$ cat config.mk
export PLATFORM = sky130hd
export DESIGN_NAME = adc_event_flag_registers
export DESIGN_NICKNAME = d
export VERILOG_FILES = /design/src/adc_flag_pkg.sv /design/src/adc_event_flag_registers.sv
export SDC_FILE = /design/constraint.sdc
export NUM_CORES = 1
export LEC_CHECK = 0
export ABC_AREA = 1
export BUFFER_PORTS_ARGS = -buffer_cell sky130_fd_sc_hd__buf_2
export CORE_UTILIZATION = 49
export DETAILED_ROUTE_END_ITERATION = 10
export MAX_ROUTING_LAYER = met4
export PLACE_DENSITY = 0.78
export SLEW_MARGIN = 20
export SYNTH_ARGS = -nofsm -noshare
export SYNTH_HDL_FRONTEND = slang
export SYNTH_SLANG_ARGS = --single-unit
$ cat constraint.sdc
create_clock -name aclk -period 1.5 [get_ports aclk]
set_input_delay 0.075 -clock aclk [delete_from_list [all_inputs] [get_ports aclk]]
set_output_delay 0.075 -clock aclk [all_outputs]
set_load 0.02 [all_outputs]
$ cat src/adc_flag_pkg.sv
// Constants and types shared by the ADC event flag register bank.
// Assumes a 32-bit AXI4-Lite register bus and one 100 MHz clock.
package adc_flag_pkg;

	// ------------------------------------------------------------
	// Register indices; byte address is four times the index
	// ------------------------------------------------------------
	localparam logic [5:0] IDX_STICKY_OVF = 6'h2a;
	localparam logic [5:0] IDX_LIVE_OVF   = 6'h2b;
	localparam logic [5:0] IDX_RSVD_A     = 6'h2c;
	localparam logic [5:0] IDX_STICKY_ADC = 6'h2d;
	localparam logic [5:0] IDX_RSVD_B     = 6'h2e;
	localparam logic [5:0] IDX_LIVE_ADC   = 6'h2f;
	localparam logic [5:0] IDX_IRQ_STAT   = 6'h30;
	localparam logic [5:0] IDX_IRQ_CLR    = 6'h31;
	localparam logic [5:0] IDX_IRQ_EN     = 6'h32;
	localparam logic [5:0] IDX_PIN_CTRL   = 6'h35;

	// ------------------------------------------------------------
	// Field positions
	// ------------------------------------------------------------
	localparam int BIT_OVF_LEFT    = 3;
	localparam int BIT_OVF_RIGHT   = 2;
	localparam int BIT_OVF_SHIFT   = 1;
	localparam int BIT_NOISE_LEFT  = 6;
	localparam int BIT_NOISE_RIGHT = 5;
	localparam int BIT_DSP_STD     = 4;
	localparam int BIT_DSP_AUX     = 3;

	// ------------------------------------------------------------
	// Reset values and encodings
	// ------------------------------------------------------------
	localparam logic [6:0] FLAGS_RST     = 7'h00;
	localparam logic [2:0] PIN_FN_RST    = 3'h1;
	localparam logic [2:0] PIN_FN_INT_A  = 3'h4;
	localparam logic [2:0] PIN_FN_INT_B  = 3'h5;
	localparam logic [1:0] RESP_OKAY     = 2'h0;
	localparam logic [1:0] RESP_SLVERR   = 2'h2;
	localparam logic [6:0] MASK_OVF      = 7'h07;
	localparam logic [6:0] MASK_ADC      = 7'h78;

	// One bit per event source, same layout in status and enable
	typedef struct packed {
		logic noise_left;
		logic noise_right;
		logic dsp_std;
		logic dsp_aux;
		logic ovf_left;
		logic ovf_right;
		logic ovf_shift;
	} event_t;

endpackage

$ cat src/adc_event_flag_registers.sv
// ADC event flag register bank behind an AXI4-Lite slave.
// Event inputs come from logic on aclk and are not synchronised.
//
// Summary of operation
// - Left overflow sets sticky bit 3 until read
// - Right overflow sets sticky bit 2 until read
// - Shifter overflow sets sticky bit 1 until read
// - Reading sticky register clears it; writes ignored
// - Cleared flag re-sets only on new trigger
// - Live overflow register shows bits 3..1 directly
// - Sticky left noise flag at bit 6
// - Sticky right noise flag at bit 5
// - Sticky DSP interrupt ports at bits 4, 3
// - Live DSP port values at bits 4, 3
// - Live noise flags at bits 6, 5
// - Output pin selects interrupt A or B
`timescale 1ns/1ps

module adc_event_flag_registers #(
	parameter int ADDR_W = 8
) (
	input  wire logic                   aclk,
	input  wire logic                   aresetn,
	input  wire logic [ADDR_W-1:0]      awaddr,
	input  wire logic                   awvalid,
	output logic                        awready,
	input  wire logic [31:0]            wdata,
	input  wire logic [3:0]             wstrb,
	input  wire logic                   wvalid,
	output logic                        wready,
	output logic [1:0]                  bresp,
	output logic                        bvalid,
	input  wire logic                   bready,
	input  wire logic [ADDR_W-1:0]      araddr,
	input  wire logic                   arvalid,
	output logic                        arready,
	output logic [31:0]                 rdata,
	output logic [1:0]                  rresp,
	output logic                        rvalid,
	input  wire logic                   rready,
	input  wire adc_flag_pkg::event_t   event_i,
	output logic                        irq,
	output logic                        interrupt_out_a,
	output logic                        interrupt_out_b,
	output logic                        serial_out_pin
);

	// Elaboration check: the register map needs at least eight address bits
	if (ADDR_W < 8) begin : g_addr_w_chk
		$error("ADDR_W must be at least 8");
	end

	// ------------------------------------------------------------
	// Bus state
	// ------------------------------------------------------------
	logic                aw_hold_r, aw_hold_nxt;
	logic [ADDR_W-1:0]   awaddr_r, awaddr_nxt;
	logic                w_hold_r, w_hold_nxt;
	logic [7:0]          wbyte_r, wbyte_nxt;
	logic                wlane_r, wlane_nxt;
	logic                bvalid_r, bvalid_nxt;
	logic [1:0]          bresp_r, bresp_nxt;
	logic                rvalid_r, rvalid_nxt;
	logic [7:0]          rdata_r, rdata_nxt;
	logic [1:0]          rresp_r, rresp_nxt;
	logic                rd_fire, do_wr;

	// ------------------------------------------------------------
	// Flag and control state
	// ------------------------------------------------------------
	adc_flag_pkg::event_t sticky_r, sticky_nxt;
	adc_flag_pkg::event_t stat_r, stat_nxt;
	adc_flag_pkg::event_t en_r, en_nxt;
	logic [2:0]           pin_fn_r, pin_fn_nxt;
	logic                 pin_r, pin_nxt;
	logic [6:0]           rd_clr;

	// Byte address of a register index
	function automatic logic [ADDR_W-1:0] byte_addr(input logic [5:0] idx);
		byte_addr = ADDR_W'({idx, 2'b00});
	endfunction

	assign awready = !aw_hold_r && !bvalid_r;
	assign wready  = !w_hold_r && !bvalid_r;
	assign arready = !rvalid_r;
	assign bvalid  = bvalid_r;
	assign bresp   = bresp_r;
	assign rvalid  = rvalid_r;
	assign rresp   = rresp_r;
	assign rdata   = {24'h000000, rdata_r};

	assign rd_fire = arvalid && arready;
	assign do_wr   = aw_hold_r && w_hold_r;

	// ------------------------------------------------------------
	// Bus handshakes, read decode and write response
	// ------------------------------------------------------------
	// Address and data are parked separately so either may come first;
	// the write lands one cycle after both are held.
	always_comb begin
		aw_hold_nxt = aw_hold_r;
		awaddr_nxt  = awaddr_r;
		w_hold_nxt  = w_hold_r;
		wbyte_nxt   = wbyte_r;
		wlane_nxt   = wlane_r;
		bvalid_nxt  = bvalid_r;
		bresp_nxt   = bresp_r;
		rvalid_nxt  = rvalid_r;
		rdata_nxt   = rdata_r;
		rresp_nxt   = rresp_r;
		rd_clr      = 7'h00;
		if (awvalid && awready) begin
			aw_hold_nxt = 1'b1;
			awaddr_nxt  = awaddr;
		end
		if (wvalid && wready) begin
			w_hold_nxt = 1'b1;
			wbyte_nxt  = wdata[7:0];
			wlane_nxt  = wstrb[0];
		end
		if (do_wr) begin
			aw_hold_nxt = 1'b0;
			w_hold_nxt  = 1'b0;
			bvalid_nxt  = 1'b1;
			bresp_nxt   = adc_flag_pkg::RESP_OKAY;
			// Unmapped addresses answer SLVERR; read-only ones drop the data
			unique case (awaddr_r)
				byte_addr(adc_flag_pkg::IDX_STICKY_OVF),
				byte_addr(adc_flag_pkg::IDX_LIVE_OVF),
				byte_addr(adc_flag_pkg::IDX_RSVD_A),
				byte_addr(adc_flag_pkg::IDX_STICKY_ADC),
				byte_addr(adc_flag_pkg::IDX_RSVD_B),
				byte_addr(adc_flag_pkg::IDX_LIVE_ADC),
				byte_addr(adc_flag_pkg::IDX_IRQ_STAT),
				byte_addr(adc_flag_pkg::IDX_IRQ_CLR),
				byte_addr(adc_flag_pkg::IDX_IRQ_EN),
				byte_addr(adc_flag_pkg::IDX_PIN_CTRL): bresp_nxt = adc_flag_pkg::RESP_OKAY;
				default: bresp_nxt = adc_flag_pkg::RESP_SLVERR;
			endcase
		end else if (bvalid_r && bready) begin
			bvalid_nxt = 1'b0;
		end
		if (rd_fire) begin
			rvalid_nxt = 1'b1;
			rresp_nxt  = adc_flag_pkg::RESP_OKAY;
			rdata_nxt  = 8'h00;
			unique case (araddr)
				byte_addr(adc_flag_pkg::IDX_STICKY_OVF): begin
					rdata_nxt = {4'h0, sticky_r.ovf_left, sticky_r.ovf_right,
						sticky_r.ovf_shift, 1'b0};
					rd_clr    = adc_flag_pkg::MASK_OVF;
				end
				byte_addr(adc_flag_pkg::IDX_LIVE_OVF): begin
					rdata_nxt = {4'h0, event_i.ovf_left, event_i.ovf_right,
						event_i.ovf_shift, 1'b0};
				end
				byte_addr(adc_flag_pkg::IDX_STICKY_ADC): begin
					rdata_nxt = {1'b0, sticky_r.noise_left, sticky_r.noise_right,
						sticky_r.dsp_std, sticky_r.dsp_aux, 3'h0};
					rd_clr    = adc_flag_pkg::MASK_ADC;
				end
				byte_addr(adc_flag_pkg::IDX_LIVE_ADC): begin
					// Sampled in the cycle the address is taken
					rdata_nxt = {1'b0, event_i.noise_left, event_i.noise_right,
						event_i.dsp_std, event_i.dsp_aux, 3'h0};
				end
				byte_addr(adc_flag_pkg::IDX_RSVD_A),
				byte_addr(adc_flag_pkg::IDX_RSVD_B),
				byte_addr(adc_flag_pkg::IDX_IRQ_CLR): rdata_nxt = 8'h00;
				byte_addr(adc_flag_pkg::IDX_IRQ_STAT): rdata_nxt = {1'b0, stat_r};
				byte_addr(adc_flag_pkg::IDX_IRQ_EN): rdata_nxt = {1'b0, en_r};
				byte_addr(adc_flag_pkg::IDX_PIN_CTRL): rdata_nxt = {5'h00, pin_fn_r};
				default: rresp_nxt = adc_flag_pkg::RESP_SLVERR;
			endcase
		end else if (rvalid_r && rready) begin
			rvalid_nxt = 1'b0;
		end
	end

	// Bus registers
	always_ff @(posedge aclk) begin
		if (!aresetn) begin
			aw_hold_r <= 1'b0;
			awaddr_r  <= '0;
			w_hold_r  <= 1'b0;
			wbyte_r   <= 8'h00;
			wlane_r   <= 1'b0;
			bvalid_r  <= 1'b0;
			bresp_r   <= adc_flag_pkg::RESP_OKAY;
			rvalid_r  <= 1'b0;
			rdata_r   <= 8'h00;
			rresp_r   <= adc_flag_pkg::RESP_OKAY;
		end else begin
			aw_hold_r <= aw_hold_nxt;
			awaddr_r  <= awaddr_nxt;
			w_hold_r  <= w_hold_nxt;
			wbyte_r   <= wbyte_nxt;
			wlane_r   <= wlane_nxt;
			bvalid_r  <= bvalid_nxt;
			bresp_r   <= bresp_nxt;
			rvalid_r  <= rvalid_nxt;
			rdata_r   <= rdata_nxt;
			rresp_r   <= rresp_nxt;
		end
	end

	// ------------------------------------------------------------
	// Sticky flags, interrupt status and control
	// ------------------------------------------------------------
	// Set is ORed in after the clear so a trigger in the read cycle survives.
	always_comb begin
		sticky_nxt = (sticky_r & ~rd_clr) | event_i;
		stat_nxt   = stat_r | event_i;
		en_nxt     = en_r;
		pin_fn_nxt = pin_fn_r;
		if (do_wr && wlane_r) begin
			unique case (awaddr_r)
				byte_addr(adc_flag_pkg::IDX_IRQ_CLR):
					stat_nxt = (stat_r & ~wbyte_r[6:0]) | event_i;
				byte_addr(adc_flag_pkg::IDX_IRQ_EN): en_nxt = wbyte_r[6:0];
				byte_addr(adc_flag_pkg::IDX_PIN_CTRL): pin_fn_nxt = wbyte_r[2:0];
				default: en_nxt = en_r; // Read-only and unmapped words ignore data
			endcase
		end
	end

	assign interrupt_out_a = |(stat_r & en_r);
	assign interrupt_out_b = |sticky_r;
	assign irq             = interrupt_out_a;

	// Pin function mux; codes other than the two interrupts drive low
	always_comb begin
		unique case (pin_fn_r)
			adc_flag_pkg::PIN_FN_INT_A: pin_nxt = interrupt_out_a;
			adc_flag_pkg::PIN_FN_INT_B: pin_nxt = interrupt_out_b;
			default: pin_nxt = 1'b0;
		endcase
	end

	assign serial_out_pin = pin_r;

	// Flag registers
	always_ff @(posedge aclk) begin
		if (!aresetn) begin
			sticky_r <= adc_flag_pkg::FLAGS_RST;
			stat_r   <= adc_flag_pkg::FLAGS_RST;
			en_r     <= adc_flag_pkg::FLAGS_RST;
			pin_fn_r <= adc_flag_pkg::PIN_FN_RST;
			pin_r    <= 1'b0;
		end else begin
			sticky_r <= sticky_nxt;
			stat_r   <= stat_nxt;
			en_r     <= en_nxt;
			pin_fn_r <= pin_fn_nxt;
			pin_r    <= pin_nxt;
		end
	end

	logic rd_ovf, rd_adc, rd_lovf, rd_ladc;
	assign rd_ovf  = rd_fire && araddr == byte_addr(adc_flag_pkg::IDX_STICKY_OVF);
	assign rd_adc  = rd_fire && araddr == byte_addr(adc_flag_pkg::IDX_STICKY_ADC);
	assign rd_lovf = rd_fire && araddr == byte_addr(adc_flag_pkg::IDX_LIVE_OVF);
	assign rd_ladc = rd_fire && araddr == byte_addr(adc_flag_pkg::IDX_LIVE_ADC);
endmodule // adc_event_flag_registers

* After elaboration in Yosys (flattened, before gate mapping) *
Cells that the tools add are included.
Widths: inputs -> output; s select.

storage, ports and cells
  register bits after elaboration = 57
  bits of input ports = 66
  output and inout port bits = 45
  word-level logic and storage cells = 98

operators by class
  equal/unequal tests = 22
  multiplexer cells = 12
  bitwise gates (word level) = 9
  reduce and logical (&&, ||, !) cells = 22

operators by type and width
  kind                count
  $eq 8x8->1 const B  20
  $pmux 7 s7          1
  $and 7x7->7         3
  $mux 7              3
  $or 7x7->7          3
  $reduce_or 10->1    2
  $not 7->7           2
  $pmux 7 s2          1
  $reduce_or 7->1     2
  $logic_and 1x1->1   9
  $eq 3x3->1 const B  2
  $logic_not 1->1     4
  $mux 1              4
  $mux 2              2
  $reduce_and 2->1    2
  $reduce_bool 2->1   2
  $pmux 1 s2          1
  $reduce_or 2->1     1
  $not 1->1           1

* Longest topological paths before layout *
  depth after elaboration = 6
  depth in mapped cells = 9
  depth with buffers taken out = 9

* Worst setup path before layout *
OpenSTA, ideal clock, no wires.

  kind = flip-flop to flip-flop
  start = register bvalid_r (netlist: bvalid)
  end = register wbyte_r[5]
  setup time = 0.119 ns
  data arrival time = 1.311 ns
  required time = 1.381 ns
  slack = 0.069 ns
  stages on the path, launching flop included = 6
  buffers on the path = 1
  clock period less this slack = 1.431 ns
  path through = dfxtp_1 nor2_1 nand2_1 buf_2 o21ai_0 a21oi_1

between the ends
  longest elaborated chain between the ends = 3

RTL lines
  what                    line                             text
  start, declared         adc_event_flag_registers.sv:61   logic bvalid_r, bvalid_nxt;
  start signal, assigned  adc_event_flag_registers.sv:199  bvalid_r <= bvalid_nxt;
  $logic_not 1->1         adc_event_flag_registers.sv:84   assign wready = !w_hold_r && !bvalid_r;
  $logic_and 1x1->1       adc_event_flag_registers.sv:84
  net wready              adc_event_flag_registers.sv:30   output logic wready,
  $logic_and 1x1->1       adc_event_flag_registers.sv:116  if (wvalid && wready) begin
  end signal, assigned    adc_event_flag_registers.sv:197  wbyte_r <= wbyte_nxt;
  end, declared           adc_event_flag_registers.sv:59   logic [7:0] wbyte_r, wbyte_nxt;

The timed path passes the listed nets, and every way through them passes these cells.
A chain may end at the register's enable or synchronous reset.

* Worst setup path in the final report *
  start = register sticky_r[3] (netlist bit)
  end = output interrupt_out_b

between the ends
  longest elaborated chain between the ends = 1

RTL lines
  what                    line                             text
  start, declared         adc_event_flag_registers.sv:71   adc_flag_pkg::event_t sticky_r, sticky_nxt;
  start signal, assigned  adc_event_flag_registers.sv:245  sticky_r <= adc_flag_pkg::FLAGS_RST;
  start signal, assigned  adc_event_flag_registers.sv:251  sticky_r <= sticky_nxt;
  $reduce_or 7->1         adc_event_flag_registers.sv:228  assign interrupt_out_b = |sticky_r;
  end, declared           adc_event_flag_registers.sv:44   output logic interrupt_out_b,

No other way between the ends.

==> impl_results.rst <==
.. list-table::
   :header-rows: 1

   * - Metric
     - Value
   * - Run status
     - complete, no violations
   * - Seq/Total Area, Yosys
     - 38.8%
   * - Final nets
     - 512
   * - Yosys warns
     - 0
   * - Count of distinct cell types in the synthesized netlist
     - 34
   * - Setup Viol. Count Final
     - 0
   * - Endpoint required time on the critical path
     - 1.42 ns
   * - Most frequent cells in the layout
     - sky130_fd_sc_hd__nand2_1 (72), sky130_fd_sc_hd__buf_2 (54), sky130_fd_sc_hd__dfxtp_1 (52), sky130_fd_sc_hd__inv_1 (43), sky130_fd_sc_hd__a21oi_1 (43)
   * - Clock sinks
     - 54
   * - Most frequently used flop master after synthesis
     - sky130_fd_sc_hd__dfxtp_1
   * - First-pass GRT wire length
     - 9700 um
   * - Worst-case clock skew
     - 0.00668 ns
   * - Non-Filler Cell Area, Final
     - 3170 um^2
   * - Post-synthesis to final-layout area growth
     - 14.0%
   * - Maximum operating frequency
     - 0.683 GHz
   * - DRT Wirelength
     - 5920 um
   * - Port bufs
     - 55
   * - Post-CTS Hold Fix Bufs
     - 0
   * - H-tree lvl count
     - 2
   * - Fraction of layout cells with a size suffix above 1
     - 24.4%
   * - Leading post-synthesis cells by cell area
     - sky130_fd_sc_hd__dfxtp_1 (39%), sky130_fd_sc_hd__nand2_1 (9.7%), sky130_fd_sc_hd__a21oi_1 (7.7%), sky130_fd_sc_hd__buf_4 (7.6%), sky130_fd_sc_hd__inv_1 (5.8%)
   * - Count of vias placed by the detailed router
     - 2511
   * - Horiz. Die Dim
     - 77.4 um
   * - Pwr/cell area
     - 926 nW/um^2
   * - Worst-skew pair later-pin latency
     - 0.30 ns
   * - Sum of overflow across all layers after global routing
     - 0
   * - Max Cap Viol
     - 0
   * - Total die area
     - 5980 um^2
   * - Boundary Pins
     - 111
   * - Area after DPL
     - 3020 um^2
   * - Gate count of the mapped netlist
     - 389
   * - Root buf cell
     - sky130_fd_sc_hd__clkbuf_8
   * - Cts bufs inserted
     - 5
   * - Final instance count without filler cells
     - 519
   * - Kind of capture point of the worst setup path
     - output pin
   * - Combined area of all synthesized cells
     - 2780 um^2
   * - Routed length per placed instance
     - 11.4 um
   * - Critical path's slowest cell
     - sky130_fd_sc_hd__dfxtp_2
   * - Unrepaired setup endpoints after global routing
     - yes
   * - CTS tree
     - done
   * - Number of antenna violations at the first check in global routing
     - 0
   * - Setup TNS Final
     - 0 ns
   * - Clock-pin slew on the worst setup and hold paths
     - 0.09 ns
   * - Number of DRC violations after detailed-routing iteration 0
     - 154
   * - Largest net degree at the start of global routing
     - 30
   * - Flip-flop and latch count after synthesis
     - 54
   * - Vias in the first global route
     - 2137
   * - Type of origin of the critical path
     - flop
   * - Peak per-stage delay on the critical path
     - 0.34 ns
   * - Maximum VDD drop
     - 710 uV
   * - Most common cell after layout, fill and taps aside
     - sky130_fd_sc_hd__nand2_1
   * - Post-synth EDFFs
     - 0
   * - Number of antenna-violating nets in the routed design
     - 0
   * - Placeable core area
     - 5510 um^2
   * - Routability congestion estimate from global placement
     - 0.878
   * - Area share of the largest cell type after synthesis
     - 38.8%
   * - Worst endpoint data arrival time
     - 1.39 ns
   * - Post-synth top area cell
     - sky130_fd_sc_hd__dfxtp_1
   * - Worst slack on hold paths
     - 0.0167 ns
   * - Number of antenna diodes
     - 0
   * - Synthesized area per cell
     - 7.15 um^2
   * - Cells along the critical path
     - or2_4 > nor4_4 > inv_1 > buf_6
   * - Critical Setup Path Class
     - flop to output pin
   * - Initial Utilization
     - 50.5%
   * - # DRC
     - 0
   * - Die outline height
     - 77.4 um
   * - Final max-slew violation count
     - 0
   * - Number of endpoints with negative hold slack in the final report
     - 0
   * - Post-route minimum period
     - 1.47 ns
   * - Cell row count
     - 27
   * - Number of cells in the design after placement
     - 509
   * - Ratio of routed vias to standard cells
     - 4.84
   * - Leakage power
     - 1.51 nW
   * - Max clock buf depth
     - 2
   * - Drt pass-1 iters
     - 4
   * - All-layer global routing usage
     - 20.6%
   * - Overall power
     - 2.94 mW
   * - Part of the cycle the worst path needs
     - 97.7%
   * - Detailed-placement wirelength estimate
     - 4610 um
   * - Proportion of register bits with asynchronous set or reset after synthesis
     - 0%
   * - Tightest Hold Check Type
     - input pin to flop
   * - Crit path max fanout
     - 2
==> cell usage after synthesis (2+ instances only) <==
library cell and instances:
sky130_fd_sc_hd__nand2_1 72, sky130_fd_sc_hd__dfxtp_1 54, sky130_fd_sc_hd__a21oi_1 43, sky130_fd_sc_hd__inv_1 43, sky130_fd_sc_hd__nor2_1 35, sky130_fd_sc_hd__buf_4 28
sky130_fd_sc_hd__o21ai_0 26, sky130_fd_sc_hd__nand3_1 22, sky130_fd_sc_hd__o21ai_1 10, sky130_fd_sc_hd__nand2_2 6, sky130_fd_sc_hd__clkbuf_1 5, sky130_fd_sc_hd__nor2_4 5
sky130_fd_sc_hd__inv_2 4, sky130_fd_sc_hd__nor2_2 4, sky130_fd_sc_hd__o21ai_2 4, sky130_fd_sc_hd__buf_2 3, sky130_fd_sc_hd__nand4_1 3, sky130_fd_sc_hd__or2_2 3
sky130_fd_sc_hd__a21oi_2 2, sky130_fd_sc_hd__buf_6 2, sky130_fd_sc_hd__o211ai_2 2
==> cells by family (layout without fill, tap and decap cells) <==
logic type,count (synthesis),in the layout,share of synthesized area [%]
AOI/OAI and AO/OA,91,91,18.2
buffers and inverters,85,117,15.9
DFF,54,54,38.8
other,1,27,0.135
and+or+nand+nor,158,158,26.9
==> flip-flops by register name, indices dropped and copies added (netlist names), 3 cells and up <==
signal,cells
en_r,7
rdata_r,7
pin_fn_r,3
wbyte_r,7
stat_r,7
sticky_r,7
awaddr_r,8
==> layout make-up <==
| class | instances | area, um^2 |
|---|---|---|
| clock inverters | 1 | 8.76 |
| repair buffers | 62 | 334 |
| multi-input cells | 276 | 1380 |
| fillers | 560 | 2330 |
| clock buffers | 7 | 96.3 |
| well taps | 72 | 90.1 |
| flip-flops and latches | 54 | 1080 |
| inverters | 47 | 176 |
==> stage by stage <==
step | util [%] | worst slack, ns
after global placement | 54.8 | 0.147
after detailed placement | 54.8 | 0.0832
after floorplan | - | 0.0694
after CTS | 57.3 | 0.00931
after global routing | 57.6 | -0.0157
final | 57.6 | 0.0349
==> report_power, final <==
group	internal [mW]	switching (mW)	total [mW]
clock network	0.424	0.471	0.895
registers	1.52	0.0636	1.58
logic	0.150	0.312	0.462
==> routing by layer <==
layer	up-vias	wire length, um	global-route usage, %	share of wire [%]
met5	-	0	-	0
met4	0	24	3.58	0.41
met2	80	2840	33.7	48
met3	4	291	3.65	4.9
met1	1117	2760	26.9	47
li1	1310	-	-	-
==> final timing paths <==
kind / from / end / slack [ns] / cells past startpoint
min reg2reg: rdata_r[6]$_SDFFE_PN0P_ / rdata_r[6]$_SDFFE_PN0P_ / 0.46 / 2
max reg2reg: aw_hold_r$_SDFFE_PP0P_ / stat_r[0]$_SDFF_PN0_ / 0.14 / 7
min: bready / bvalid$_SDFFE_PN0P_ / 0.02 / 4
max: sticky_r[3]$_SDFF_PN0_ / interrupt_out_b / 0.03 / 4
==> timing repair <==
action / in CTS / in global routing
pin swaps: 1 / 1
endpoints found under the hold margin: 0 / 0
setup buffers: 1 / 1
endpoints found under the setup margin: 1 / 8
gates resized for setup: 6 / 7
==> worst max-delay path, delay by kind of cell (launching register included) <==
| family | cells | cell delay, ns |
|---|---|---|
| and+or+nand+nor | 2 | 0.54 |
| buffers and inverters | 2 | 0.21 |
| DFF | 1 | 0.34 |
Note: power is estimated with default switching activity, not from simulation.
